## config.mk

```make
export PLATFORM = sky130hd
export DESIGN_NAME = ehs_ctrl
export DESIGN_NICKNAME = d
export VERILOG_FILES = /design/src/inc/ehs_pkg.sv /design/src/inc/ehs_pin_if.sv /design/src/rtl/ehs_sync.sv /design/src/rtl/ehs_ctrl.sv
export SDC_FILE = /design/constraint.sdc
export NUM_CORES = 1
export LEC_CHECK = 0
export BUFFER_PORTS_ARGS = -buffer_cell sky130_fd_sc_hd__buf_2
export CAP_MARGIN = 20
export CORE_UTILIZATION = 40
export DETAILED_ROUTE_END_ITERATION = 8
export GPL_TIMING_DRIVEN = 0
export PLACE_DENSITY_LB_ADDON = 0.1
export SKIP_LAST_GASP = 1
export SYNTH_ARGS = -nofsm -noshare
export SYNTH_HDL_FRONTEND = slang
export SYNTH_HIERARCHICAL = 1
export SYNTH_SLANG_ARGS = --single-unit
```

## constraint.sdc

```tcl
create_clock -name ref_clk_i -period 1.68 [get_ports ref_clk_i]
set_input_delay 0.336 -clock ref_clk_i [delete_from_list [all_inputs] [get_ports ref_clk_i]]
set_output_delay 0.336 -clock ref_clk_i [all_outputs]
set_load 0.02 [all_outputs]
```

## src/inc/ehs_pkg.sv

```systemverilog
`default_nettype none
package ehs_pkg;
   // Serial word sizes
   localparam int unsigned BYTE_W      = 8;
   localparam int unsigned WORD3_BITS  = 9;
   localparam logic [3:0]  CNT_ZERO    = 4'h0;
   localparam logic [3:0]  CNT_BYTE    = 4'h8;
   localparam logic [3:0]  CNT_WORD3   = 4'h9;
   // Strap levels
   localparam logic        STRAP_4LINE = 1'b0;
   localparam logic        STRAP_3LINE = 1'b1;
   // Data/command flag encoding
   localparam logic        DC_CMD      = 1'b0;
   localparam logic        DC_DATA     = 1'b1;
endpackage : ehs_pkg
`default_nettype wire

```

## src/inc/ehs_pin_if.sv

```systemverilog
`timescale 1ns/100ps
`default_nettype none
// Synchronised serial pin levels handed to the shifter
interface ehs_pin_if;
   logic sclk;
   logic sdi;
   logic dc;
   logic cs_n;
   modport src (output sclk, output sdi, output dc, output cs_n);
   modport dst (input sclk, input sdi, input dc, input cs_n);
endinterface : ehs_pin_if
`default_nettype wire

```

## src/rtl/ehs_sync.sv

```systemverilog
`timescale 1ns/100ps
`default_nettype none
module ehs_sync (
   // Clock and reset
   input  wire logic ref_clk_i,
   input  wire logic rst_i,
   // Raw pins
   input  wire logic sclk_i,
   input  wire logic sdi_i,
   input  wire logic dc_i,
   input  wire logic cs_n_i,
   // Synchronised side
   ehs_pin_if.src    pins
);
   logic [3:0] s1_q;
   logic [3:0] s2_q;

   // Two-stage synchroniser; first stage read only by second
   always_ff @(posedge ref_clk_i or posedge rst_i) begin
      if (rst_i) begin
         s1_q <= 4'h1;
         s2_q <= 4'h1;
      end else begin
         s1_q <= {sclk_i, sdi_i, dc_i, cs_n_i};
         s2_q <= s1_q;
      end
   end

   assign pins.sclk = s2_q[3];
   assign pins.sdi  = s2_q[2];
   assign pins.dc   = s2_q[1];
   assign pins.cs_n = s2_q[0];
endmodule : ehs_sync
`default_nettype wire

```

## src/rtl/ehs_ctrl.sv

```systemverilog
`timescale 1ns/100ps
`default_nettype none
module ehs_ctrl (
   // Clock and reset
   input  wire logic       ref_clk_i,
   input  wire logic       rst_i,
   // Host pins
   input  wire logic       module_clear_n_i,
   input  wire logic       bus_mode_strap_i,
   input  wire logic       cs_n_i,
   input  wire logic       sclk_i,
   input  wire logic       sdi_i,
   input  wire logic       dc_i,
   output logic            busy_o,
   // Core side
   input  wire logic       work_wave_i,
   input  wire logic       work_temp_i,
   output logic [7:0]      rx_byte_o,
   output logic            rx_is_data_o,
   output logic            rx_valid_o,
   output logic            core_clear_o
);
   ehs_pin_if pins ();
   logic       clr_s1_q;
   logic       clr_s2_q;
   logic       strap_s1_q;
   logic       strap_s2_q;
   logic       three_line_q;
   logic       sclk_prev_q;
   logic [3:0] cnt_q;
   logic [7:0] shift_q;
   logic       dc_flag_q;
   logic       rise;
   logic       in_reset;
   logic       last_bit;

   // Pin synchroniser
   ehs_sync u_sync (
      .ref_clk_i (ref_clk_i),
      .rst_i     (rst_i),
      .sclk_i    (sclk_i),
      .sdi_i     (sdi_i),
      .dc_i      (dc_i),
      .cs_n_i    (cs_n_i),
      .pins      (pins)
   );

   // Reset pin and strap synchronisers
   always_ff @(posedge ref_clk_i or posedge rst_i) begin
      if (rst_i) begin
         clr_s1_q   <= 1'b0;
         clr_s2_q   <= 1'b0;
         strap_s1_q <= 1'b0;
         strap_s2_q <= 1'b0;
      end else begin
         clr_s1_q   <= module_clear_n_i;
         clr_s2_q   <= clr_s1_q;
         strap_s1_q <= bus_mode_strap_i;
         strap_s2_q <= strap_s1_q;
      end
   end

   // Reset level, qualified clock edge and final-bit decode
   assign in_reset = !clr_s2_q;
   assign rise     = pins.sclk && !sclk_prev_q && !pins.cs_n;
   assign last_bit = three_line_q ? (cnt_q == ehs_pkg::CNT_WORD3 - 4'h1)
                                  : (cnt_q == ehs_pkg::CNT_BYTE - 4'h1);

   // Core held clear while reset pin low
   always_ff @(posedge ref_clk_i or posedge rst_i) begin
      if (rst_i) begin
         core_clear_o <= 1'b1;
      end else begin
         core_clear_o <= in_reset;
      end
   end

   // Mode latched from strap while in reset
   always_ff @(posedge ref_clk_i or posedge rst_i) begin
      if (rst_i) begin
         three_line_q <= 1'b0;
      end else if (in_reset) begin
         three_line_q <= (strap_s2_q == ehs_pkg::STRAP_3LINE);
      end
   end

   // Serial clock edge history
   always_ff @(posedge ref_clk_i or posedge rst_i) begin
      if (rst_i) begin
         sclk_prev_q <= 1'b0;
      end else begin
         sclk_prev_q <= pins.sclk;
      end
   end

   // Bit shifter and unit assembly
   always_ff @(posedge ref_clk_i or posedge rst_i) begin
      if (rst_i) begin
         cnt_q        <= ehs_pkg::CNT_ZERO;
         shift_q      <= 8'h00;
         dc_flag_q    <= ehs_pkg::DC_CMD;
         rx_byte_o    <= 8'h00;
         rx_is_data_o <= 1'b0;
         rx_valid_o   <= 1'b0;
      end else begin
         rx_valid_o <= 1'b0;
         if (in_reset || pins.cs_n) begin
            cnt_q <= ehs_pkg::CNT_ZERO;
         end else if (rise) begin
            if (three_line_q && cnt_q == ehs_pkg::CNT_ZERO) begin
               dc_flag_q <= pins.sdi;
               cnt_q     <= cnt_q + 4'h1;
            end else begin
               shift_q <= {shift_q[6:0], pins.sdi};
               if (last_bit) begin
                  cnt_q        <= ehs_pkg::CNT_ZERO;
                  rx_byte_o    <= {shift_q[6:0], pins.sdi};
                  rx_valid_o   <= 1'b1;
                  // Flag bit in 3-line, pin level in 4-line
                  rx_is_data_o <= three_line_q ? dc_flag_q
                                               : (pins.dc == ehs_pkg::DC_DATA);
               end else begin
                  cnt_q <= cnt_q + 4'h1;
               end
            end
         end
      end
   end

   // Busy while any internal work runs, held low while the reset pin is low
   always_ff @(posedge ref_clk_i or posedge rst_i) begin
      if (rst_i) begin
         busy_o <= 1'b0;
      end else begin
         busy_o <= !in_reset && (work_wave_i || work_temp_i);
      end
   end

   // Assertions on busy
   a_busy_follows_work: assert property (@(posedge ref_clk_i) disable iff (rst_i)
      (!in_reset && work_wave_i) |=> busy_o)
      else $error("busy low during work");
   a_busy_temp_work: assert property (@(posedge ref_clk_i) disable iff (rst_i)
      (!in_reset && work_temp_i) |=> busy_o)
      else $error("busy low during sensor work");
   a_busy_drops_idle: assert property (@(posedge ref_clk_i) disable iff (rst_i)
      (!work_wave_i && !work_temp_i) |=> !busy_o)
      else $error("busy high with no work");

   // Assertions on the reset pin and mode latch
   a_clear_tracks_pin: assert property (@(posedge ref_clk_i) disable iff (rst_i)
      in_reset |=> core_clear_o)
      else $error("core not cleared");
   a_clear_releases: assert property (@(posedge ref_clk_i) disable iff (rst_i)
      !in_reset |=> !core_clear_o)
      else $error("core clear stuck high");
   a_busy_idle_reset: assert property (@(posedge ref_clk_i) disable iff (rst_i)
      in_reset |=> !busy_o)
      else $error("busy during reset");
   a_clear_drops_unit: assert property (@(posedge ref_clk_i) disable iff (rst_i)
      in_reset |=> (cnt_q == ehs_pkg::CNT_ZERO))
      else $error("bit count kept in reset");
   a_clear_no_rx: assert property (@(posedge ref_clk_i) disable iff (rst_i)
      in_reset |=> !rx_valid_o)
      else $error("unit delivered in reset");
   a_mode_follows_strap: assert property (@(posedge ref_clk_i) disable iff (rst_i)
      in_reset |=> (three_line_q == $past(strap_s2_q)))
      else $error("mode not taken from strap");
   a_mode_held: assert property (@(posedge ref_clk_i) disable iff (rst_i)
      !in_reset |=> $stable(three_line_q))
      else $error("mode changed outside reset");

   // Assertions on chip select gating
   a_no_rx_unselected: assert property (@(posedge ref_clk_i) disable iff (rst_i)
      ($past(pins.cs_n) && pins.cs_n) |-> !rx_valid_o)
      else $error("byte taken while deselected");
   a_rx_needs_select: assert property (@(posedge ref_clk_i) disable iff (rst_i)
      rx_valid_o |-> !$past(pins.cs_n))
      else $error("unit finished without select");
   a_deselect_clears: assert property (@(posedge ref_clk_i) disable iff (rst_i)
      pins.cs_n |=> (cnt_q == ehs_pkg::CNT_ZERO))
      else $error("partial unit kept after deselect");

   // Assertions on unit assembly
   a_count_bound: assert property (@(posedge ref_clk_i) disable iff (rst_i)
      cnt_q < ehs_pkg::CNT_WORD3)
      else $error("bit counter overrun");
   a_rise_one_shot: assert property (@(posedge ref_clk_i) disable iff (rst_i)
      rise |=> !rise)
      else $error("serial edge seen twice");
   a_valid_one_cycle: assert property (@(posedge ref_clk_i) disable iff (rst_i)
      rx_valid_o |=> !rx_valid_o)
      else $error("valid longer than one cycle");
   a_byte_holds: assert property (@(posedge ref_clk_i) disable iff (rst_i)
      !rx_valid_o |-> $stable(rx_byte_o))
      else $error("byte changed without valid");
   a_flag_holds: assert property (@(posedge ref_clk_i) disable iff (rst_i)
      !rx_valid_o |-> $stable(rx_is_data_o))
      else $error("flag changed without valid");
   a_four_line_dc: assert property (@(posedge ref_clk_i) disable iff (rst_i)
      (rise && !three_line_q && cnt_q == 4'h7 && !in_reset) |=>
      (rx_valid_o && rx_is_data_o == $past(pins.dc)))
      else $error("4-line flag mismatch");
   a_byte_msb_first: assert property (@(posedge ref_clk_i) disable iff (rst_i)
      (rise && !three_line_q && cnt_q == 4'h7 && !in_reset) |=>
      rx_byte_o == {$past(shift_q[6:0]), $past(pins.sdi)})
      else $error("byte order wrong");
   a_flag_capture: assert property (@(posedge ref_clk_i) disable iff (rst_i)
      (rise && three_line_q && cnt_q == ehs_pkg::CNT_ZERO && !in_reset) |=>
      (dc_flag_q == $past(pins.sdi)))
      else $error("3-line flag bit not taken");
   a_three_line_flag: assert property (@(posedge ref_clk_i) disable iff (rst_i)
      (rise && three_line_q && cnt_q == 4'h8 && !in_reset) |=>
      (rx_valid_o && rx_is_data_o == $past(dc_flag_q)))
      else $error("3-line flag mismatch");
   a_three_line_byte: assert property (@(posedge ref_clk_i) disable iff (rst_i)
      (rise && three_line_q && cnt_q == 4'h8 && !in_reset) |=>
      rx_byte_o == {$past(shift_q[6:0]), $past(pins.sdi)})
      else $error("3-line byte order wrong");
endmodule : ehs_ctrl
`default_nettype wire

```

# Yosys cells after proc, flatten, opt, wreduce, memory -nomap -nowiden
# Index checks and enable logic that the tools add are counted.
[totals]
ff_bits = 38
latchBits = 0
ram_bits = 0
rom_bits = 0
inputBits = 10
word_cells = 45
n_memories = 0
[classes]
n_addsub = 1
multipliers = 0
div = 0
order_cmp = 0
eq_ne = 2
n_shift = 0
mux = 10
bitwise = 2
reduce_logical = 14
[ops]
columns = ["cell", "count"]
rows = [
  ["2-to-1 mux 4 bit", 4],
  ["2-to-1 mux 1 bit", 6],
  ["AND reduction 3 bit", 2],
  ["adder 4 x 1 -> 4 bit, second input constant", 1],
  ["== test 4 x 3 -> 1 bit, second input constant", 1],
  ["== test 4 bit, second input constant", 1],
  ["logical AND 1 bit", 4],
  ["zero test 4 bit", 1],
  ["AND reduction 4 bit", 1],
  ["zero test 1 bit", 3],
  ["logical OR 1 bit", 2],
  ["inverter 1 bit", 2],
  ["nonzero test 2 bit", 1],
]

# Logic depth before layout (Yosys ltp)
# Gate-level depths: netlist of run 1.
[depth]
ltp_word = 6
ltp_mapped = 6

# By module
# The synthesis of run 1 kept the hierarchy.
[by_module_without_submodules]
columns = ["mod", "n_inst", "cells_each", "area_per_inst_um2"]
rows = [
  ["ehs_ctrl", 1, 82, 1221.2],
  ["ehs_sync", 1, 9, 206.4],
]

# Least setup slack after synthesis of run 1
# OpenSTA, ideal clock, no wires.
[synth_timing]
kind = "register to register"
startpoint = "register cnt_q[0]"
endpoint = "register shift_q[0]"
setup_time_ps = 125
t_arrival_ps = 1452
required_ps = 1555
setup_slack_ps = 103
stages_incl_launch_ff = 7
period_less_slack_ps = 1577
path_cell_list = "dfrtp_1 inv_1 ha_1 and4bb_2 nor2b_1 buf_6 mux2_2"
[synth_between]
elab_chain_cells = 4
[synth_rtl]
columns = ["element", "line_no", "rtl"]
rows = [
  ["start, declared", "ehs_ctrl.sv:30", "logic [3:0] cnt_q;"],
  ["start signal, assigned", "ehs_ctrl.sv:99", "cnt_q <= ehs_pkg::CNT_ZERO;"],
  ["start signal, assigned", "ehs_ctrl.sv:108", "cnt_q <= ehs_pkg::CNT_ZERO;"],
  ["start signal, assigned", "ehs_ctrl.sv:112", "cnt_q <= cnt_q + 4'h1;"],
  ["zero test 4 bit", "ehs_ctrl.sv:110", "if (three_line_q && cnt_q == ehs_pkg::CNT_ZERO) begin"],
  ["logical AND 1 bit", "ehs_ctrl.sv:110", ""],
  ["inverter 1 bit (no line)", "--", ""],
  ["AND reduction 3 bit (no line)", "--", ""],
  ["end signal, assigned", "ehs_ctrl.sv:114", "shift_q <= {shift_q[6:0], pins.sdi};"],
  ["end, declared", "ehs_ctrl.sv:31", "logic [7:0] shift_q;"],
]
# No other way between the ends.
# A chain may end at the register's enable or synchronous reset.

# Worst setup path after layout of run 1
[layout_timing]
startpoint = "register cnt_q[0]"
endpoint = "register shift_q[6]"
# Same word-level chain as after synthesis.

==> run summary, run 1 <==
Status: complete, no violations
Final WL: 2050 um
Pint: 1350 uW
Post-DP Area: 1620 sq um
Final Util: 0.510
Sequential-to-total area share from yosys stat: 0.669
Startpoint Class: register
Post-synth cell types: 29
# diodes: 0
Layout area overhead: 21.1%
Comb power frac: 0.062
Clock share of power: 0.358
Fin crit share: 0.943
Post-synth EDFFs: 0
Starting Density: 0.421
Row Count: 21
Relative slew slack: 0.601
Total of max-cap violations: 0
Top-area cell type share of the netlist area: 0.613
Drt pass-1 iters: 4
DR iter-0 viols: 30
Ys async rst share: 1.00
Vias/cell: 4.69
Hold Path Class: input port to register
Final instance area: 1730 sq um
CP required: 1.92 ns
Fmax achieved: 631 MHz
Reg2Reg Launch Point: cnt_q[0]$_DFFE_PP0P_
Post-Syn Area per Cell: 15.7 sq um
Post-synth top area cell: dfrtp_1
Drc violations: 0
Commonest cells in the netlist: dfrtp_1 (35), mux2_2 (9), mux2_4 (8), inv_1 (6)
Mapped Area: 1430 sq um
Pleak: 0.000902 uW
Critical path class: register to register
Clock Path Buffers: 2
Post-layout minimum cycle time: 1.58 ns
Hold Vio Cnt, Final: 0
Total number of vias: 797
Port Buffers: 21
Global-route wire length before repair: 3510 um
Ys Warns: 6
Clk pin slew, worst setup/hold paths: 0.12 ns
Critical path capture point type: register
Synth Register Bits: 38
Synth Instances: 91
Gpl congestion: 0.707
H-tree levels: 2
Worst Hold Launch: cs_n_i
Tot GR Track Use: 0.134
Initial antenna violation count: 0
Power per standard cell area: 1000 nW/um^2
IO Pins: 22
DIE AREA: 3810 sq um
Die Y: 61.7 um
Worst-margin pin slew: 0.597 ns
Mapped Nets: 103
Ys flop type: dfrtp_1
WP data arrival: 1.83 ns
Flop pwr share: 0.580
Core area: 3390 sq um
Clk_lat worst skew: 0.35 ns
Routed WL per cell: 12.0 um
Net Sw Frac: 0.224
CTS sink count: 38
Share of cells above drive strength 1: 0.476
Max Clock Skew: 0.00640 ns
Vias in the first global route: 779
Most common cell in the netlist: dfrtp_1
Fin. max-slew vios: 0
Crit-path max FO: 7
Gr ovfl total: 0
Worst VDD drop: 0.000527 V
Largest net degree at the start of global routing: 19
Psw: 389 uW
Clk root buf: clkbuf_4
Die W: 61.7 um
TritonCTS clock tree: yes
Post-DP HPWL: 1410 um
Synth top area cells: dfrtp_1 (61%), mux2_4 (8.4%), mux2_2 (7.1%), dfstp_2 (5.5%), ha_1 (1.8%)
CTS buffer count: 5
CP Launch Point: cnt_q[0]$_DFFE_PP0P_
Nets@finish: 135
Remaining antenna violation count: 0
Final setup violating endpoints: 0
==> power groups by stage <==
stage          logic [uW]  clock network, uW  registers [uW]
4_1_cts               108                648            1010
5_1_grt               124                678            1010
3_5_place_dp          106                  0            1020
3_3_place_gp         96.0                  0            1020
2_1_floorplan        70.4                  0            1020
6_report              107                622            1010
==> critical path: stages, from the launching register on <==
cell and delay (ns):
dfrtp_2 0.43, inv_1 0.05, ha_1 0.18, and4bb_2 0.24
nor2b_2 0.12, buf_6 0.14, mux2_2 0.33
==> through the flow <==
stage	TNS (ns)	setup slack (ns)	hold slack (ns)	std cells	power [uW]
6_report	0	0.0952	0.0717	170	1730
5_1_grt	-0.0144	-0.0105	0.0438	170	1820
4_1_cts	0	0.0314	0.0484	168	1760
3_5_place_dp	-0.0126	-0.00869	0.292	159	1130
3_3_place_gp	0	0.00525	0.284	158	1120
2_1_floorplan	0	0.103	0.150	91	1090
==> flip-flops by register name, summed over array words and instances, names as in the netlist <==
| register | cells |
|---|---|
| clr_s1_q | 1 |
| rx_is_data_o | 1 |
| dc_flag_q | 1 |
| u_sync/s2_q | 4 |
| rx_valid_o | 1 |
| strap_s1_q | 1 |
| cnt_q | 4 |
| clr_s2_q | 1 |
| core_clear_o | 1 |
| sclk_prev_q | 1 |
| busy_o | 1 |
| u_sync/s1_q | 4 |
| rx_byte_o | 8 |
| three_line_q | 1 |
| shift_q | 7 |
| strap_s2_q | 1 |
==> cell families (layout without fill, tap and decap cells) <==
| family | after synthesis | in the layout | synth area share |
|---|---|---|---|
| flip-flops | 38 | 38 | 0.669 |
| adder cells (fa/ha/maj) | 2 | 2 | 0.0175 |
| buffers and inverters | 8 | 41 | 0.0272 |
| XOR/XNOR | 1 | 1 | 0.00614 |
| AND/OR/NAND/NOR | 15 | 15 | 0.0719 |
| AO/OA/AOI/OAI | 9 | 9 | 0.0465 |
| multiplexers | 18 | 18 | 0.162 |
==> cells in the final DEF (no fill, tap or decap), types with 2 or more instances in the layout <==
cell / netlist / routed
buf_2: 1 / 22
buf_4: 0 / 2
clkbuf_4: 0 / 5
clkinvlp_4: 0 / 2
dfrtp_1: 35 / 34
dfstp_2: 3 / 3
ha_1: 2 / 2
inv_1: 6 / 6
mux2_2: 9 / 9
mux2_4: 8 / 8
nand2_1: 3 / 3
nor2_1: 2 / 2
o21ai_0: 2 / 2
==> worst paths after layout <==
check | to | slack (ns) | depth (start not counted)
max in group asynchronous | core_clear_o$_DFF_PP1_ | 0.51 | 4
worst min register to register | u_sync/s2_q[1]$_DFF_PP0_ | 0.36 | 0
min in group asynchronous | u_sync/s1_q[3]$_DFF_PP0_ | 0.45 | 3
worst max-delay path | shift_q[6]$_DFFE_PP0P_ | 0.1 | 6
worst min-delay path | u_sync/s1_q[0]$_DFF_PP1_ | 0.07 | 1
worst max register to register | shift_q[6]$_DFFE_PP0P_ | 0.1 | 6
==> repair_timing <==
item                                    CTS  global route
endpoints found under the hold margin     6             0
setup buffers                             0             2
resized for setup                         1             1
endpoints found under the setup margin    7             7
cloned                                    0             0
hold buffers                              1             0
==> area by class of cell <==
| type | instances | area (sq um) |
|---|---|---|
| fill | 298 | 1660 |
| multi-input combinational | 45 | 437 |
| buffer | 2 | 16.3 |
| tap | 46 | 57.6 |
| inverter | 6 | 22.5 |
| clock buffer | 5 | 37.5 |
| clock inverter | 3 | 45.0 |
| sequential | 38 | 956 |
| timing repair buffer | 25 | 158 |
==> per-layer routing <==
metal	routed length (um)	up-vias	global-route usage
li1	-	375	-
met1	919	396	0.168
met2	965	20	0.201
met3	109	6	0.0559
met4	51	0	0.0667
met5	0	-	0
No activity file was read; power rests on OpenSTA's default activity.
==> run 2, diff against run 1 <==
- CELL_PAD_IN_SITES_DETAIL_PLACEMENT: default -> 0
- CELL_PAD_IN_SITES_GLOBAL_PLACEMENT: default -> 2
- CORE_UTILIZATION: 40 -> 35
- SYNTH_HIERARCHICAL: 1 -> default
==> run 2 against run 1 <==
Against the previous run:
- sequential share of layout area down 0.56 points
- critical endpoint is now rx_byte_o[0]$_DFFE_PP0P_
- clock skew down 0.00095 ns
- final area up 1.2%
==> run summary, run 2 <==
Status: complete, no violations
Core area: 3800 sq um (+12%)
Pleak: 0.000893 uW (-1.0%)
Post-DP HPWL: 1310 um (-6.7%)
Global-route wire length before repair: 3510 um (unchanged)
Crit-path max FO: 6 (-1)
Row Count: 22 (+4.8%)
Clk pin slew, worst setup/hold paths: 0.07 ns (-0.05 ns)
Largest net degree at the start of global routing: 39 (+20)
Worst VDD drop: 0.000619 V (+17%)
Hold buffer count at cts: 0 (-1)
CTS buffer count: 5 (unchanged)
Final setup violating endpoints: 0 (unchanged)
IO Pins: 22 (unchanged)
Comb power frac: 0.058 (-0.004)
Mapped Nets: 101 (-1.9%)
Hold Path Class: input port to register
Fin crit share: 0.969 (+0.0258)
Synth Register Bits: 38 (unchanged)
Most common cell in the netlist: dfrtp_1
DR iter-0 viols: 30 (unchanged)
Relative slew slack: 0.489 (-0.112)
Commonest cells in the netlist: dfrtp_1 (35), mux2_2 (9), mux2_4 (8), inv_1 (5)
Gpl congestion: 0.666 (-5.8%)
Drt pass-1 iters: 3 (-1)
Clk root buf: clkbuf_8
Hold Vio Cnt, Final: 0 (unchanged)
TritonCTS clock tree: yes
Clk_lat worst skew: 0.29 ns (-0.06 ns)
Synth Instances: 89 (-2.2%)
Nets@finish: 135 (unchanged)
Critical path capture point type: register
CP required: 1.86 ns (-0.06 ns)
Tot GR Track Use: 0.116 (-0.0184)
Largest registers: rx_byte_o: 8 flops, shift_q: 7 flops
Pint: 1360 uW (+0.92%)
DIE AREA: 4350 sq um (+14%)
Ys async rst share: 1.00 (unchanged)
Sequential-to-total area share from yosys stat: 0.666 (-0.00234)
Top-area cell type share of the netlist area: 0.611 (-0.00214)
Total number of vias: 764 (-4.1%)
Mapped Area: 1430 sq um (+0.35%)
Routed WL per cell: 12.6 um (+4.3%)
RSZ-0062 raised after global routing: true
Commonest non-fill, non-tap cells in the layout: dfrtp_1 (33), buf_2 (22), mux2_2 (9)
Die W: 66.0 um (+6.9%)
Post-synth top area cell: dfrtp_1
Max Clock Skew: 0.00545 ns (-0.000947 ns)
H-tree levels: 2 (unchanged)
CTS sink count: 38 (unchanged)
Post-synth cell types: 29 (unchanged)
# diodes: 0 (unchanged)
Ys Warns: 0 (-6)
Power per standard cell area: 1000 nW/um^2 (about the same)
Synth top area cells: dfrtp_1 (61%), mux2_4 (8.4%), mux2_2 (7.1%), dfstp_2 (5.5%), ha_1 (1.7%)
Worst-margin pin slew: 0.765 ns (+0.168 ns)
Share of cells above drive strength 1: 0.508 (+0.0323)
Biggest register: rx_byte_o
Setup TNS: 0 ns (unchanged)
Initial antenna violation count: 0 (unchanged)
Ys flop type: dfrtp_1
Most common cell after layout, fill and taps aside: dfrtp_1
Net Sw Frac: 0.226 (+0.00137)
Die Y: 66.0 um (+6.9%)
Final WL: 2160 um (+5.6%)
Flop pwr share: 0.575 (-0.005)
Clock share of power: 0.366 (+0.008)
Fmax achieved: 614 MHz (-2.7%)
Final hold slack: 0.141 ns (+0.0690 ns)
Psw: 396 uW (+1.7%)
Post-layout minimum cycle time: 1.63 ns (+0.0434 ns)
Critical path class: register to register
Fin. max-slew vios: 0 (unchanged)
Max FFs per register: 8 (unchanged)
Startpoint Class: register
Vias/cell: 4.44 (-5.3%)
Port Buffers: 21 (unchanged)
Reg2Reg Setup Slack: 0.05 ns (-0.04 ns)
Post-Syn Area per Cell: 16.1 sq um (+2.6%)
Layout area overhead: 22.1%
WP data arrival: 1.81 ns (-0.02 ns)
Gr ovfl total: 0 (unchanged)
Remaining antenna violation count: 0 (unchanged)
Vias in the first global route: 738 (-5.3%)
Total of max-cap violations: 0 (unchanged)
Starting Density: 0.377 (-0.0440)
Post-synth EDFFs: 0 (unchanged)
Clock Path Buffers: 2 (unchanged)
Drc violations: 0 (unchanged)
## run 2: critical path: stages (launching register included)
cell and delay, ns:
dfrtp_2 0.36, inv_1 0.04, ha_1 0.17, and4bb_1 0.22, nor2b_2 0.15, buf_6 0.17
nand2_4 0.09, mux2_4 0.31
## run 2: kinds of logic after synthesis
family          Yosys count  share of synthesized area
compound gates            9                     0.0463
xor+xnor                  1                    0.00611
fa+ha+maj                 2                     0.0175
buf+inv                   6                     0.0210
flops                    38                      0.666
mux                      18                      0.162
simple gates             15                     0.0812
## run 2: final timing paths
kind / from / end / cells after the start
setup / recovery: cnt_q[0]$_DFFE_PP0P_ / rx_byte_o[0]$_DFFE_PP0P_ / 7
hold / removal: cs_n_i / u_sync.s1_q[0]$_DFF_PP1_ / 1
setup reg to reg: cnt_q[0]$_DFFE_PP0P_ / rx_byte_o[0]$_DFFE_PP0P_ / 7
hold reg to reg: strap_s1_q$_DFF_PP0_ / strap_s2_q$_DFF_PP0_ / 0
max in group asynchronous: rst_i / cnt_q[0]$_DFFE_PP0P_ / 2
min in group asynchronous: rst_i / dc_flag_q$_DFFE_PP0P_ / 2
## run 2: metal layers
layer / track usage / routed length, um / share of wire / up-vias
met5: 0 / 0 / 0 / -
met4: 0.0798 / 55 / 0.025 / 0
met3: 0.0466 / 95 / 0.044 / 5
met2: 0.157 / 903 / 0.42 / 18
met1: 0.148 / 1110 / 0.51 / 361
li1: - / - / - / 380
## run 2: area by class of cell
cell class,count,area [sq um]
Inverter,5,18.8
Timing Repair Buffer,26,140
Multi-Input combinational cell,46,467
Buffer,1,11.3
Tap cell,48,60.1
Fill cell,343,2050
Sequential cell,38,957
Clock inverter,2,12.5
Clock buffer,6,82.6
## run 2: repair_timing
item / 4_1_cts / 5_1_grt
cloned: 0 / 2
pin swaps: 0 / 1
setup buffers: 3 / 1
resized for setup: 2 / 1
setup endpoints to repair: 15 / 8
## run 2: power groups by stage
stage	clock network (uW)	logic (uW)	registers [uW]
2_1_floorplan	0	67.7	1020
4_1_cts	663	100	1010
3_5_place_dp	0	96.1	1030
6_report	643	102	1010
5_1_grt	708	115	1020
3_3_place_gp	0	93.6	1020
## run 2: metrics by stage
step / std cells / utilization / power, uW / setup WS (ns) / cell area [sq um]
after floorplan: 89 / - / 1090 / 0.0628 / 1430
after global placement: 158 / 0.421 / 1120 / -0.0879 / 1600
after global routing: 172 / 0.460 / 1840 / -0.00806 / 1750
after detailed placement: 158 / 0.421 / 1120 / -0.0898 / 1600
final: 172 / 0.460 / 1750 / 0.0518 / 1750
after CTS: 169 / 0.452 / 1770 / 0.0267 / 1720
